`config.mk`:
```
export PLATFORM = sky130hd
export DESIGN_NAME = fcd_decoder
export DESIGN_NICKNAME = d
export VERILOG_FILES = /design/src/design/fcd_pkg.sv /design/src/design/fcd_decoder.sv /design/src/design/fcd_wbuf.sv
export SDC_FILE = /design/constraint.sdc
export NUM_CORES = 1
export LEC_CHECK = 0
export ABC_AREA = 1
export BUFFER_PORTS_ARGS = -buffer_cell sky130_fd_sc_hd__clkbuf_2
export CORE_UTILIZATION = 45
export CTS_CLUSTER_SIZE = 40
export DETAILED_ROUTE_END_ITERATION = 8
export PLACE_DENSITY = 0.61
export SLEW_MARGIN = 10
export SYNTH_ARGS = -nofsm -noshare
export SYNTH_HDL_FRONTEND = slang
export SYNTH_SLANG_ARGS = --single-unit
```
`constraint.sdc`:
```
create_clock -name clk_in -period 5.3 [get_ports clk_in]
set_input_delay 0.265 -clock clk_in [delete_from_list [all_inputs] [get_ports clk_in]]
set_output_delay 0.265 -clock clk_in [all_outputs]
set_load 0.02 [all_outputs]
```
`src/design/fcd_pkg.sv`:
```
// command codes, status layout and state types for the flash command decoder
// assumes a single 50 MHz clock domain; shared by the decoder and its buffer
// Overview of operation
// - code ff selects array read, 16 bits
// - code 70 selects status read, low byte
// - program or erase commands switch to status read
// - code 90 selects identifier read, 16 bits
// - code 98 selects query read, low byte
// - engine sets error bits; only 50 clears
// - word program latches next write, starts engine
// - code 10 behaves as code 40
// - async status refreshes on chip or output toggle
// - sync status refreshes on chip or strobe toggle
// - code e8 loads up to 32 buffer words
// - confirm d0 makes engine program the buffer
// - d0 after 80 latches and starts factory mode
// - bad erase confirm sets bits 4,5, status read
// - d0 after 20 erases the addressed block
// - while erasing accept only status and suspend
// - b0 suspends; sets bit 2 or 6, ready
// - suspend holds regardless of control inputs
// - d0 while suspended resumes the operation
// - reset gives array read, status 80
package fcd_pkg;
   localparam logic [7:0] CMD_READ_ARRAY  = 8'hff;
   localparam logic [7:0] CMD_READ_STATUS = 8'h70;
   localparam logic [7:0] CMD_READ_ID     = 8'h90;
   localparam logic [7:0] CMD_READ_QUERY  = 8'h98;
   localparam logic [7:0] CMD_CLEAR       = 8'h50;
   localparam logic [7:0] CMD_WORD_PGM    = 8'h40;
   localparam logic [7:0] CMD_WORD_PGM_ALT= 8'h10;
   localparam logic [7:0] CMD_BUF_PGM     = 8'he8;
   localparam logic [7:0] CMD_FACTORY     = 8'h80;
   localparam logic [7:0] CMD_ERASE       = 8'h20;
   localparam logic [7:0] CMD_CONFIRM     = 8'hd0;
   localparam logic [7:0] CMD_SUSPEND     = 8'hb0;
   localparam int         SB_READY        = 7;
   localparam int         SB_ERASE_SUSP   = 6;
   localparam int         SB_ERASE_ERR    = 5;
   localparam int         SB_PGM_ERR      = 4;
   localparam int         SB_VPP_ERR      = 3;
   localparam int         SB_PGM_SUSP     = 2;
   localparam int         SB_LOCK_ERR     = 1;
   localparam logic [7:0] STATUS_RESET    = 8'h80;
   localparam logic [7:0] ERR_MASK        = 8'h3a;
   typedef enum logic [1:0] {
      RD_ARRAY  = 2'b00,
      RD_STATUS = 2'b01,
      RD_ID     = 2'b10,
      RD_QUERY  = 2'b11
   } fcd_read_t;
   typedef enum logic [1:0] {
      OP_WORD    = 2'b00,
      OP_BUFFER  = 2'b01,
      OP_FACTORY = 2'b10,
      OP_ERASE   = 2'b11
   } fcd_op_t;
   typedef enum logic [3:0] {
      ST_READY     = 4'b0000,
      ST_PGM_SETUP = 4'b0001,
      ST_BUF_COUNT = 4'b0010,
      ST_BUF_DATA  = 4'b0011,
      ST_BUF_CONF  = 4'b0100,
      ST_FAC_SETUP = 4'b0101,
      ST_ERS_SETUP = 4'b0110,
      ST_BUSY      = 4'b0111,
      ST_FAC_RUN   = 4'b1000,
      ST_SUSPENDED = 4'b1001
   } fcd_state_t;
endpackage

```
`src/design/fcd_decoder.sv`:
```
// command decoder and operation control for a 16-bit parallel flash
// assumes write strobe, pins and engine handshakes are synchronous to clk_in
`timescale 1ns/10ps
`default_nettype none
module fcd_decoder
   import fcd_pkg::*;
#(
   parameter int ADDR_W    = 23,
   parameter int BUF_DEPTH = 32
)
(
   input  wire logic                         clk_in,
   input  wire logic                         rst_in,
   input  wire logic                         wr_in,
   input  wire logic [ADDR_W-1:0]            wr_addr_in,
   input  wire logic [15:0]                  wr_data_in,
   input  wire logic                         ce_n_in,
   input  wire logic                         oe_n_in,
   input  wire logic                         address_valid_n_in,
   input  wire logic                         sync_read_in,
   input  wire logic                         eng_done_in,
   input  wire logic [3:0]                   eng_err_in,
   input  wire logic [$clog2(BUF_DEPTH)-1:0] buf_rd_idx_in,
   output var  logic [1:0]                   read_state_out,
   output var  logic [7:0]                   status_view_out,
   output var  logic [7:0]                   status_byte_out,
   output var  logic                         op_start_out,
   output var  logic [1:0]                   op_kind_out,
   output var  logic [ADDR_W-1:0]            op_addr_out,
   output var  logic [15:0]                  op_data_out,
   output var  logic [$clog2(BUF_DEPTH)-1:0] op_count_out,
   output var  logic                         suspend_out,
   output var  logic                         factory_mode_out,
   output var  logic [15:0]                  buf_rd_data_out
);
   localparam int IW = $clog2(BUF_DEPTH);

   fcd_state_t     state;
   fcd_state_t     next_state;
   fcd_read_t      next_read;
   fcd_op_t        next_kind;
   logic [7:0]     code;
   logic [7:0]     next_status;
   logic [7:0]     set_mask;
   logic [7:0]     clr_mask;
   logic           start_ev;
   logic           seq_err;
   logic           clear_ev;
   logic           buf_we;
   logic [IW-1:0]  buf_idx;
   logic [IW-1:0]  words_left;
   logic           ce_q;
   logic           oe_q;
   logic           adv_q;
   logic           refresh;

   assign code = wr_data_in[7:0];

   // read-mode commands shared by the idle and suspended states
   function automatic fcd_read_t read_cmd(input logic [7:0] c, input fcd_read_t cur);
      fcd_read_t r;
      case (c)
         CMD_READ_ARRAY:  r = RD_ARRAY;
         CMD_READ_STATUS: r = RD_STATUS;
         CMD_READ_ID:     r = RD_ID;
         CMD_READ_QUERY:  r = RD_QUERY;
         default:         r = cur;
      endcase
      return r;
   endfunction

   always_comb
   begin
      next_state = state;
      next_read  = fcd_read_t'(read_state_out);
      next_kind  = fcd_op_t'(op_kind_out);
      start_ev   = 1'b0;
      seq_err    = 1'b0;
      clear_ev   = 1'b0;
      buf_we     = 1'b0;
      unique case (state)
         ST_READY:
         begin
            if (wr_in)
            begin
               next_read = read_cmd(code, next_read);
               clear_ev  = (code == CMD_CLEAR);
               if (code == CMD_WORD_PGM || code == CMD_WORD_PGM_ALT)
                  next_state = ST_PGM_SETUP;
               else if (code == CMD_BUF_PGM)
                  next_state = ST_BUF_COUNT;
               else if (code == CMD_FACTORY)
                  next_state = ST_FAC_SETUP;
               else if (code == CMD_ERASE)
                  next_state = ST_ERS_SETUP;
               if (next_state != ST_READY)
                  next_read = RD_STATUS;
            end
         end
         ST_PGM_SETUP:
         begin
            if (wr_in)
            begin
               next_state = ST_BUSY;
               next_kind  = OP_WORD;
               start_ev   = 1'b1;
            end
         end
         ST_BUF_COUNT:
         begin
            if (wr_in)
            begin
               next_state = ST_BUF_DATA;
               if (wr_data_in > 16'(BUF_DEPTH - 1))
               begin
                  next_state = ST_READY;
                  seq_err    = 1'b1;
               end
            end
         end
         ST_BUF_DATA:
         begin
            buf_we = wr_in;
            if (wr_in && words_left == '0)
               next_state = ST_BUF_CONF;
         end
         ST_BUF_CONF, ST_FAC_SETUP:
         begin
            if (wr_in)
            begin
               next_state = ST_READY;
               seq_err    = (code != CMD_CONFIRM);
               if (code == CMD_CONFIRM)
               begin
                  next_state = (state == ST_FAC_SETUP) ? ST_FAC_RUN : ST_BUSY;
                  next_kind  = (state == ST_FAC_SETUP) ? OP_FACTORY : OP_BUFFER;
                  start_ev   = 1'b1;
               end
            end
         end
         ST_ERS_SETUP:
         begin
            if (wr_in)
            begin
               next_state = ST_READY;
               next_read  = RD_STATUS;
               seq_err    = (code != CMD_CONFIRM);
               if (code == CMD_CONFIRM)
               begin
                  next_state = ST_BUSY;
                  next_kind  = OP_ERASE;
                  start_ev   = 1'b1;
               end
            end
         end
         ST_BUSY:
         begin
            // only status read and suspend are honoured here
            if (eng_done_in)
               next_state = ST_READY;
            else if (wr_in && code == CMD_READ_STATUS)
               next_read = RD_STATUS;
            else if (wr_in && code == CMD_SUSPEND)
            begin
               next_state = ST_SUSPENDED;
               next_read  = RD_STATUS;
            end
         end
         ST_FAC_RUN:
         begin
            // factory mode streams data; no write is decoded as a command
            buf_we = wr_in;
            if (eng_done_in)
               next_state = ST_READY;
         end
         ST_SUSPENDED:
         begin
            // pins never end suspend; only resume or reset do
            if (wr_in)
            begin
               next_read = read_cmd(code, next_read);
               clear_ev  = (code == CMD_CLEAR);
               if (code == CMD_CONFIRM)
                  next_state = ST_BUSY;
            end
         end
         default:
            next_state = ST_READY;
      endcase
   end

   always_ff @(posedge clk_in or posedge rst_in)
   begin
      if (rst_in)
      begin
         state          <= ST_READY;
         read_state_out <= RD_ARRAY;
      end
      else
      begin
         state          <= next_state;
         read_state_out <= next_read;
      end
   end

   // operation launch: address and data are those of the confirming write
   always_ff @(posedge clk_in or posedge rst_in)
   begin
      if (rst_in)
      begin
         op_start_out     <= 1'b0;
         op_kind_out      <= OP_WORD;
         op_addr_out      <= '0;
         op_data_out      <= '0;
         op_count_out     <= '0;
         suspend_out      <= 1'b0;
         factory_mode_out <= 1'b0;
      end
      else
      begin
         op_start_out     <= start_ev;
         op_kind_out      <= next_kind;
         suspend_out      <= (next_state == ST_SUSPENDED);
         factory_mode_out <= (next_state == ST_FAC_RUN);
         if (start_ev)
         begin
            op_addr_out <= wr_addr_in;
            op_data_out <= wr_data_in;
         end
         if (state == ST_BUF_COUNT && wr_in)
            op_count_out <= wr_data_in[IW-1:0];
      end
   end

   // buffer fill position, restarted on every count or factory start
   always_ff @(posedge clk_in or posedge rst_in)
   begin
      if (rst_in)
      begin
         buf_idx    <= '0;
         words_left <= '0;
      end
      else if (state == ST_BUF_COUNT || start_ev)
      begin
         buf_idx    <= '0;
         words_left <= wr_data_in[IW-1:0];
      end
      else if (buf_we)
      begin
         buf_idx    <= buf_idx + 1'b1;
         words_left <= words_left - 1'b1;
      end
   end

   fcd_wbuf #(
      .WIDTH (16),
      .DEPTH (BUF_DEPTH)
   ) u_wbuf (
      .clk_in      (clk_in),
      .rst_in      (rst_in),
      .wr_en_in    (buf_we),
      .wr_idx_in   (buf_idx),
      .wr_data_in  (wr_data_in),
      .rd_idx_in   (buf_rd_idx_in),
      .rd_data_out (buf_rd_data_out)
   );

   // set wins over a clear written in the same cycle
   always_comb
   begin
      set_mask = '0;
      if (eng_done_in && (state == ST_BUSY || state == ST_FAC_RUN))
      begin
         set_mask[SB_ERASE_ERR] = eng_err_in[3];
         set_mask[SB_PGM_ERR]   = eng_err_in[2];
         set_mask[SB_VPP_ERR]   = eng_err_in[1];
         set_mask[SB_LOCK_ERR]  = eng_err_in[0];
      end
      if (seq_err)
      begin
         set_mask[SB_ERASE_ERR] = 1'b1;
         set_mask[SB_PGM_ERR]   = 1'b1;
      end
      clr_mask    = clear_ev ? ERR_MASK : 8'h00;
      next_status = (status_byte_out & ~clr_mask) | set_mask;
      next_status[SB_READY]      = !(next_state == ST_BUSY || next_state == ST_FAC_RUN);
      next_status[SB_PGM_SUSP]   = (next_state == ST_SUSPENDED) && (next_kind != OP_ERASE);
      next_status[SB_ERASE_SUSP] = (next_state == ST_SUSPENDED) && (next_kind == OP_ERASE);
      next_status[0]             = 1'b0;
   end

   always_ff @(posedge clk_in or posedge rst_in)
   begin
      if (rst_in)
      begin
         status_byte_out <= STATUS_RESET;
      end
      else
      begin
         status_byte_out <= next_status;
      end
   end

   // the visible status is a snapshot taken when a new read cycle begins
   assign refresh = (ce_q && !ce_n_in)
                  || (!sync_read_in && oe_q && !oe_n_in)
                  || (sync_read_in && adv_q && !address_valid_n_in);

   always_ff @(posedge clk_in or posedge rst_in)
   begin
      if (rst_in)
      begin
         ce_q            <= 1'b1;
         oe_q            <= 1'b1;
         adv_q           <= 1'b1;
         status_view_out <= STATUS_RESET;
      end
      else
      begin
         ce_q  <= ce_n_in;
         oe_q  <= oe_n_in;
         adv_q <= address_valid_n_in;
         if (refresh)
            status_view_out <= status_byte_out;
      end
   end
endmodule
`default_nettype wire

```
`src/design/fcd_wbuf.sv`:
```
// program buffer: flip-flop storage written by index, read by index
// assumes writes and reads come from the clk_in domain
`timescale 1ns/10ps
`default_nettype none
module fcd_wbuf
   import fcd_pkg::*;
#(
   parameter int WIDTH = 16,
   parameter int DEPTH = 32
)
(
   input  wire logic                     clk_in,
   input  wire logic                     rst_in,
   input  wire logic                     wr_en_in,
   input  wire logic [$clog2(DEPTH)-1:0] wr_idx_in,
   input  wire logic [WIDTH-1:0]         wr_data_in,
   input  wire logic [$clog2(DEPTH)-1:0] rd_idx_in,
   output var  logic [WIDTH-1:0]         rd_data_out
);
   logic [WIDTH-1:0] mem [DEPTH];

   always_ff @(posedge clk_in)
   begin
      if (wr_en_in)
      begin
         mem[wr_idx_in] <= wr_data_in;
      end
   end

   // registered read so the engine side sees a flop output
   always_ff @(posedge clk_in or posedge rst_in)
   begin
      if (rst_in)
      begin
         rd_data_out <= '0;
      end
      else
      begin
         rd_data_out <= mem[rd_idx_in];
      end
   end
endmodule
`default_nettype wire

```
==> impl_metrics.yaml <==
floorplan:
  core_area_um2: 53000
  io_pins: 139
  row_count: 84
  dieArea_um2: 55100
  die_h_um: 235
  die_x_um: 235
  initial_core_util: 0.460
global_route:
  grt_pass1_wl_mm: 101
  grt_max_degree: 140
  grt_pass1_vias: 16400
  grt-ovfl-total: 0
  antenna_found_initial: 0
  grt_use_total: 0.243
synth:
  yosysTopAreaCell: "edfxtp_1"
  synth_seq_cells: 610
  synth_top_area_frac: 0.631
  netlist_area_um2: 24400
  synth-edff-count: 512
  ys_types: 48
  syn_area_per_cell_um2: 12.6
  synth_seq_area_share: 0.732
  synth-async-reset-ratio: 0.161
  syn_inst: 1941
  synth.area.top_cells: "edfxtp_1, dfrtp_1, o21ai_0, nor2_1, o221ai_1"
  yosys_warnings: 0
  ys.flop_type: "edfxtp_1"
sta:
  slew_headroom: 0.251
  rsz0062_at_grt: "no"
  finalSetupTns_ns: 0
  setup_ws_ns: 2.21
  fin_crit_sh: 0.583
  finalHoldViolCount: 0
  finClkSkew_ns: 0.0235
  worst_pin_slew_ns: 1.12
  slew_violations: 0
  setup_viol: 0
  period_minus_slack_ns: 3.09
  fmax_mhz: 324
  fin_hold_ws_ns: 0.0774
clocking:
  clock_tree.buffer_depth: 3
  cts-root-buf: "clkbuf_16"
  clock-sinks: 610
  clock_latency_ns: 0.60
  cts.htree.levels: 3
  clkTransAtPathRegs_ns: 0.06
  cts_inserted_buffers: 66
  cts_tree: "done"
run_status:
  status: "completed"
setup_path:
  slowest_delay_ns: 0.81
  rr_startpoint: "state[2]"
  rrSetupSlack_ns: 2.21
  crit_arrival_ns: 3.38
  slowest_stage: "nor2_1"
  end_kind: "register"
  crit_start: "state[2]"
  rr_endpoint: "u_wbuf.mem[13][12]"
  start_kind: "register"
  path_cells: "inv_1, nand3_1, a21oi_4, nand2_1, nor2_1, buf_4"
  crit_required_ns: 5.59
  worstSetupPathType: "register to register"
  crit_fanout: 10
  rr_worst_depth: 6
placed_design:
  dpl.hpwl_mm: 37.7
  dp_cells: 2706
  gp_congestion: 0.808
  placed_cell_area_um2: 25900
  io_buffer_count: 136
  pre_cts_ws_ns: 2.07
drt:
  vias: 16500
  drc: 0
  vias_per_cell: 5.79
  routed_wl_mm: 66.9
  dr.pass1.iters: 5
  ant_nets: 0
  wl_per_cell_um: 23.4
  drtIter0Drc: 1571
cells_and_area:
  nNetsFinal: 2179
  fin_util: 0.534
  final_cells: 2854
  final_layout_size_suffix_gt1_frac: 0.159
  syn_to_final_growth_pct: 16.1
  diodes: 0
  fin_area_um2: 28300
hold_path:
  min_from: "eng_done_in"
  hold_path.class: "input port to register"
  hold_path_end: "factory_mode_out"
  hold_path_depth: 3
run:
  max-cap-violations: 0
pwr:
  max-vdd-ir-drop_uv: 267
  p_total_mw: 11.7
  power_density_nw_per_um2: 414
  leakage_nw: 10.2
## synth_stat cells, types with 6 or more instances
cell type and instances:
a21oi_1 11, buf_2 24, buf_4 12, clkbuf_1 73, dfrtp_1 93, edfxtp_1 512
ha_1 6, inv_1 43, inv_2 9, mux2_2 7, nand2_1 209, nand3_1 84
nor2_1 340, o21a_1 10, o21ai_0 299, o21ai_1 14, o221ai_1 101, o22ai_1 30
## area by class of cell
cell class              count  area, um^2
fillers                  4472       24700
flip-flops and latches    610       17800
multi-input cells        1159        5810
clock buffers              85        1820
repair buffers            225        1450
well taps                 688         861
clock inverters            32         305
inverters                  55         218
## flip-flops by register name, indices dropped and copies added, names as in the netlist, 4 cells and up
| signal | cells |
|---|---|
| words_left | 5 |
| u_wbuf.rd_data_out | 16 |
| status_byte_out | 7 |
| op_addr_out | 23 |
| op_count_out | 5 |
| op_data_out | 16 |
| buf_idx | 5 |
| state | 4 |
| status_view_out | 7 |
| u_wbuf.mem | 512 |
## worst max-delay path, delay by kind of cell, from the launching register on
family | cells | cell delay, ns
buffers and inverters | 2 | 0.55
flip-flops | 1 | 0.42
AO/OA/AOI/OAI | 1 | 0.43
AND/OR/NAND/NOR | 3 | 1.37
## kinds of logic after synthesis
group	count (synthesis)	synth area share
AND/OR/NAND/NOR	660	0.110
flip-flops	610	0.732
AO/OA/AOI/OAI	479	0.119
buffers and inverters	173	0.0309
multiplexers	7	0.00324
adder cells (fa/ha/maj)	6	0.00308
XOR/XNOR	5	0.00180
other	1	0.000154
## power breakdown
group	switching, mW	internal, mW	leakage, nW	total, mW
logic	1.10	0.471	3.33	1.57
registers	0.160	5.46	5.81	5.62
clock network	1.89	2.63	1.03	4.53
total	3.15	8.57	10.2	11.7
## what timing repair did
item,CTS,global route
gates resized for setup,0,0
buffers inserted,0,0
endpoints found under the hold margin,89,0
hold buffers,31,0
## per-layer routing
| metal | GRT usage | share of wire | up-vias |
|---|---|---|---|
| li1 | - | - | 7448 |
| met1 | 0.327 | 0.42 | 8183 |
| met2 | 0.394 | 0.47 | 765 |
| met3 | 0.0536 | 0.085 | 119 |
| met4 | 0.0768 | 0.027 | 0 |
| met5 | 0 | 0 | - |
## cells in the final DEF (no fill, tap or decap), types with 3 or more instances in the layout
| cell | Yosys | final |
|---|---|---|
| xor2_1 | 4 | 4 |
| clkbuf_8 | 0 | 3 |
| mux2_2 | 7 | 7 |
| bufinv_16 | 0 | 4 |
| o221ai_1 | 101 | 101 |
| clkbuf_2 | 2 | 134 |
| buf_4 | 12 | 58 |
| clkbuf_1 | 73 | 13 |
| inv_1 | 43 | 40 |
| clkinv_1 | 2 | 11 |
| nor2_1 | 340 | 329 |
| dfstp_2 | 5 | 5 |
| clkbuf_16 | 0 | 69 |
| ha_1 | 6 | 6 |
| nor2_4 | 3 | 4 |
| nor3_1 | 5 | 5 |
| nand4_1 | 3 | 3 |
| o21ai_0 | 299 | 299 |
| a31oi_1 | 4 | 4 |
| nand2_2 | 4 | 4 |
| o21a_1 | 10 | 10 |
| nand3_1 | 84 | 84 |
| o21ai_1 | 14 | 14 |
| clkinvlp_4 | 0 | 3 |
| nor2_2 | 2 | 12 |
| o211ai_1 | 3 | 3 |
| inv_6 | 0 | 4 |
| edfxtp_1 | 512 | 512 |
| nand2_1 | 209 | 209 |
| clkinv_2 | 0 | 11 |
| a21oi_1 | 11 | 11 |
| o22ai_1 | 30 | 30 |
| inv_2 | 9 | 9 |
| dlygate4sd3_1 | 0 | 31 |
| dfrtp_1 | 93 | 93 |
## worst max-delay path by stage
stage,end,depth (start not counted)
floorplan,buf_idx[0],1
global placement,u_wbuf.rd_data_out[0],9
detailed placement,u_wbuf.rd_data_out[0],9
CTS,u_wbuf.mem[13][1],6
global route,u_wbuf.mem[13][9],6
finish,u_wbuf.mem[13][12],6
No activity file was read; power rests on OpenSTA's default activity.
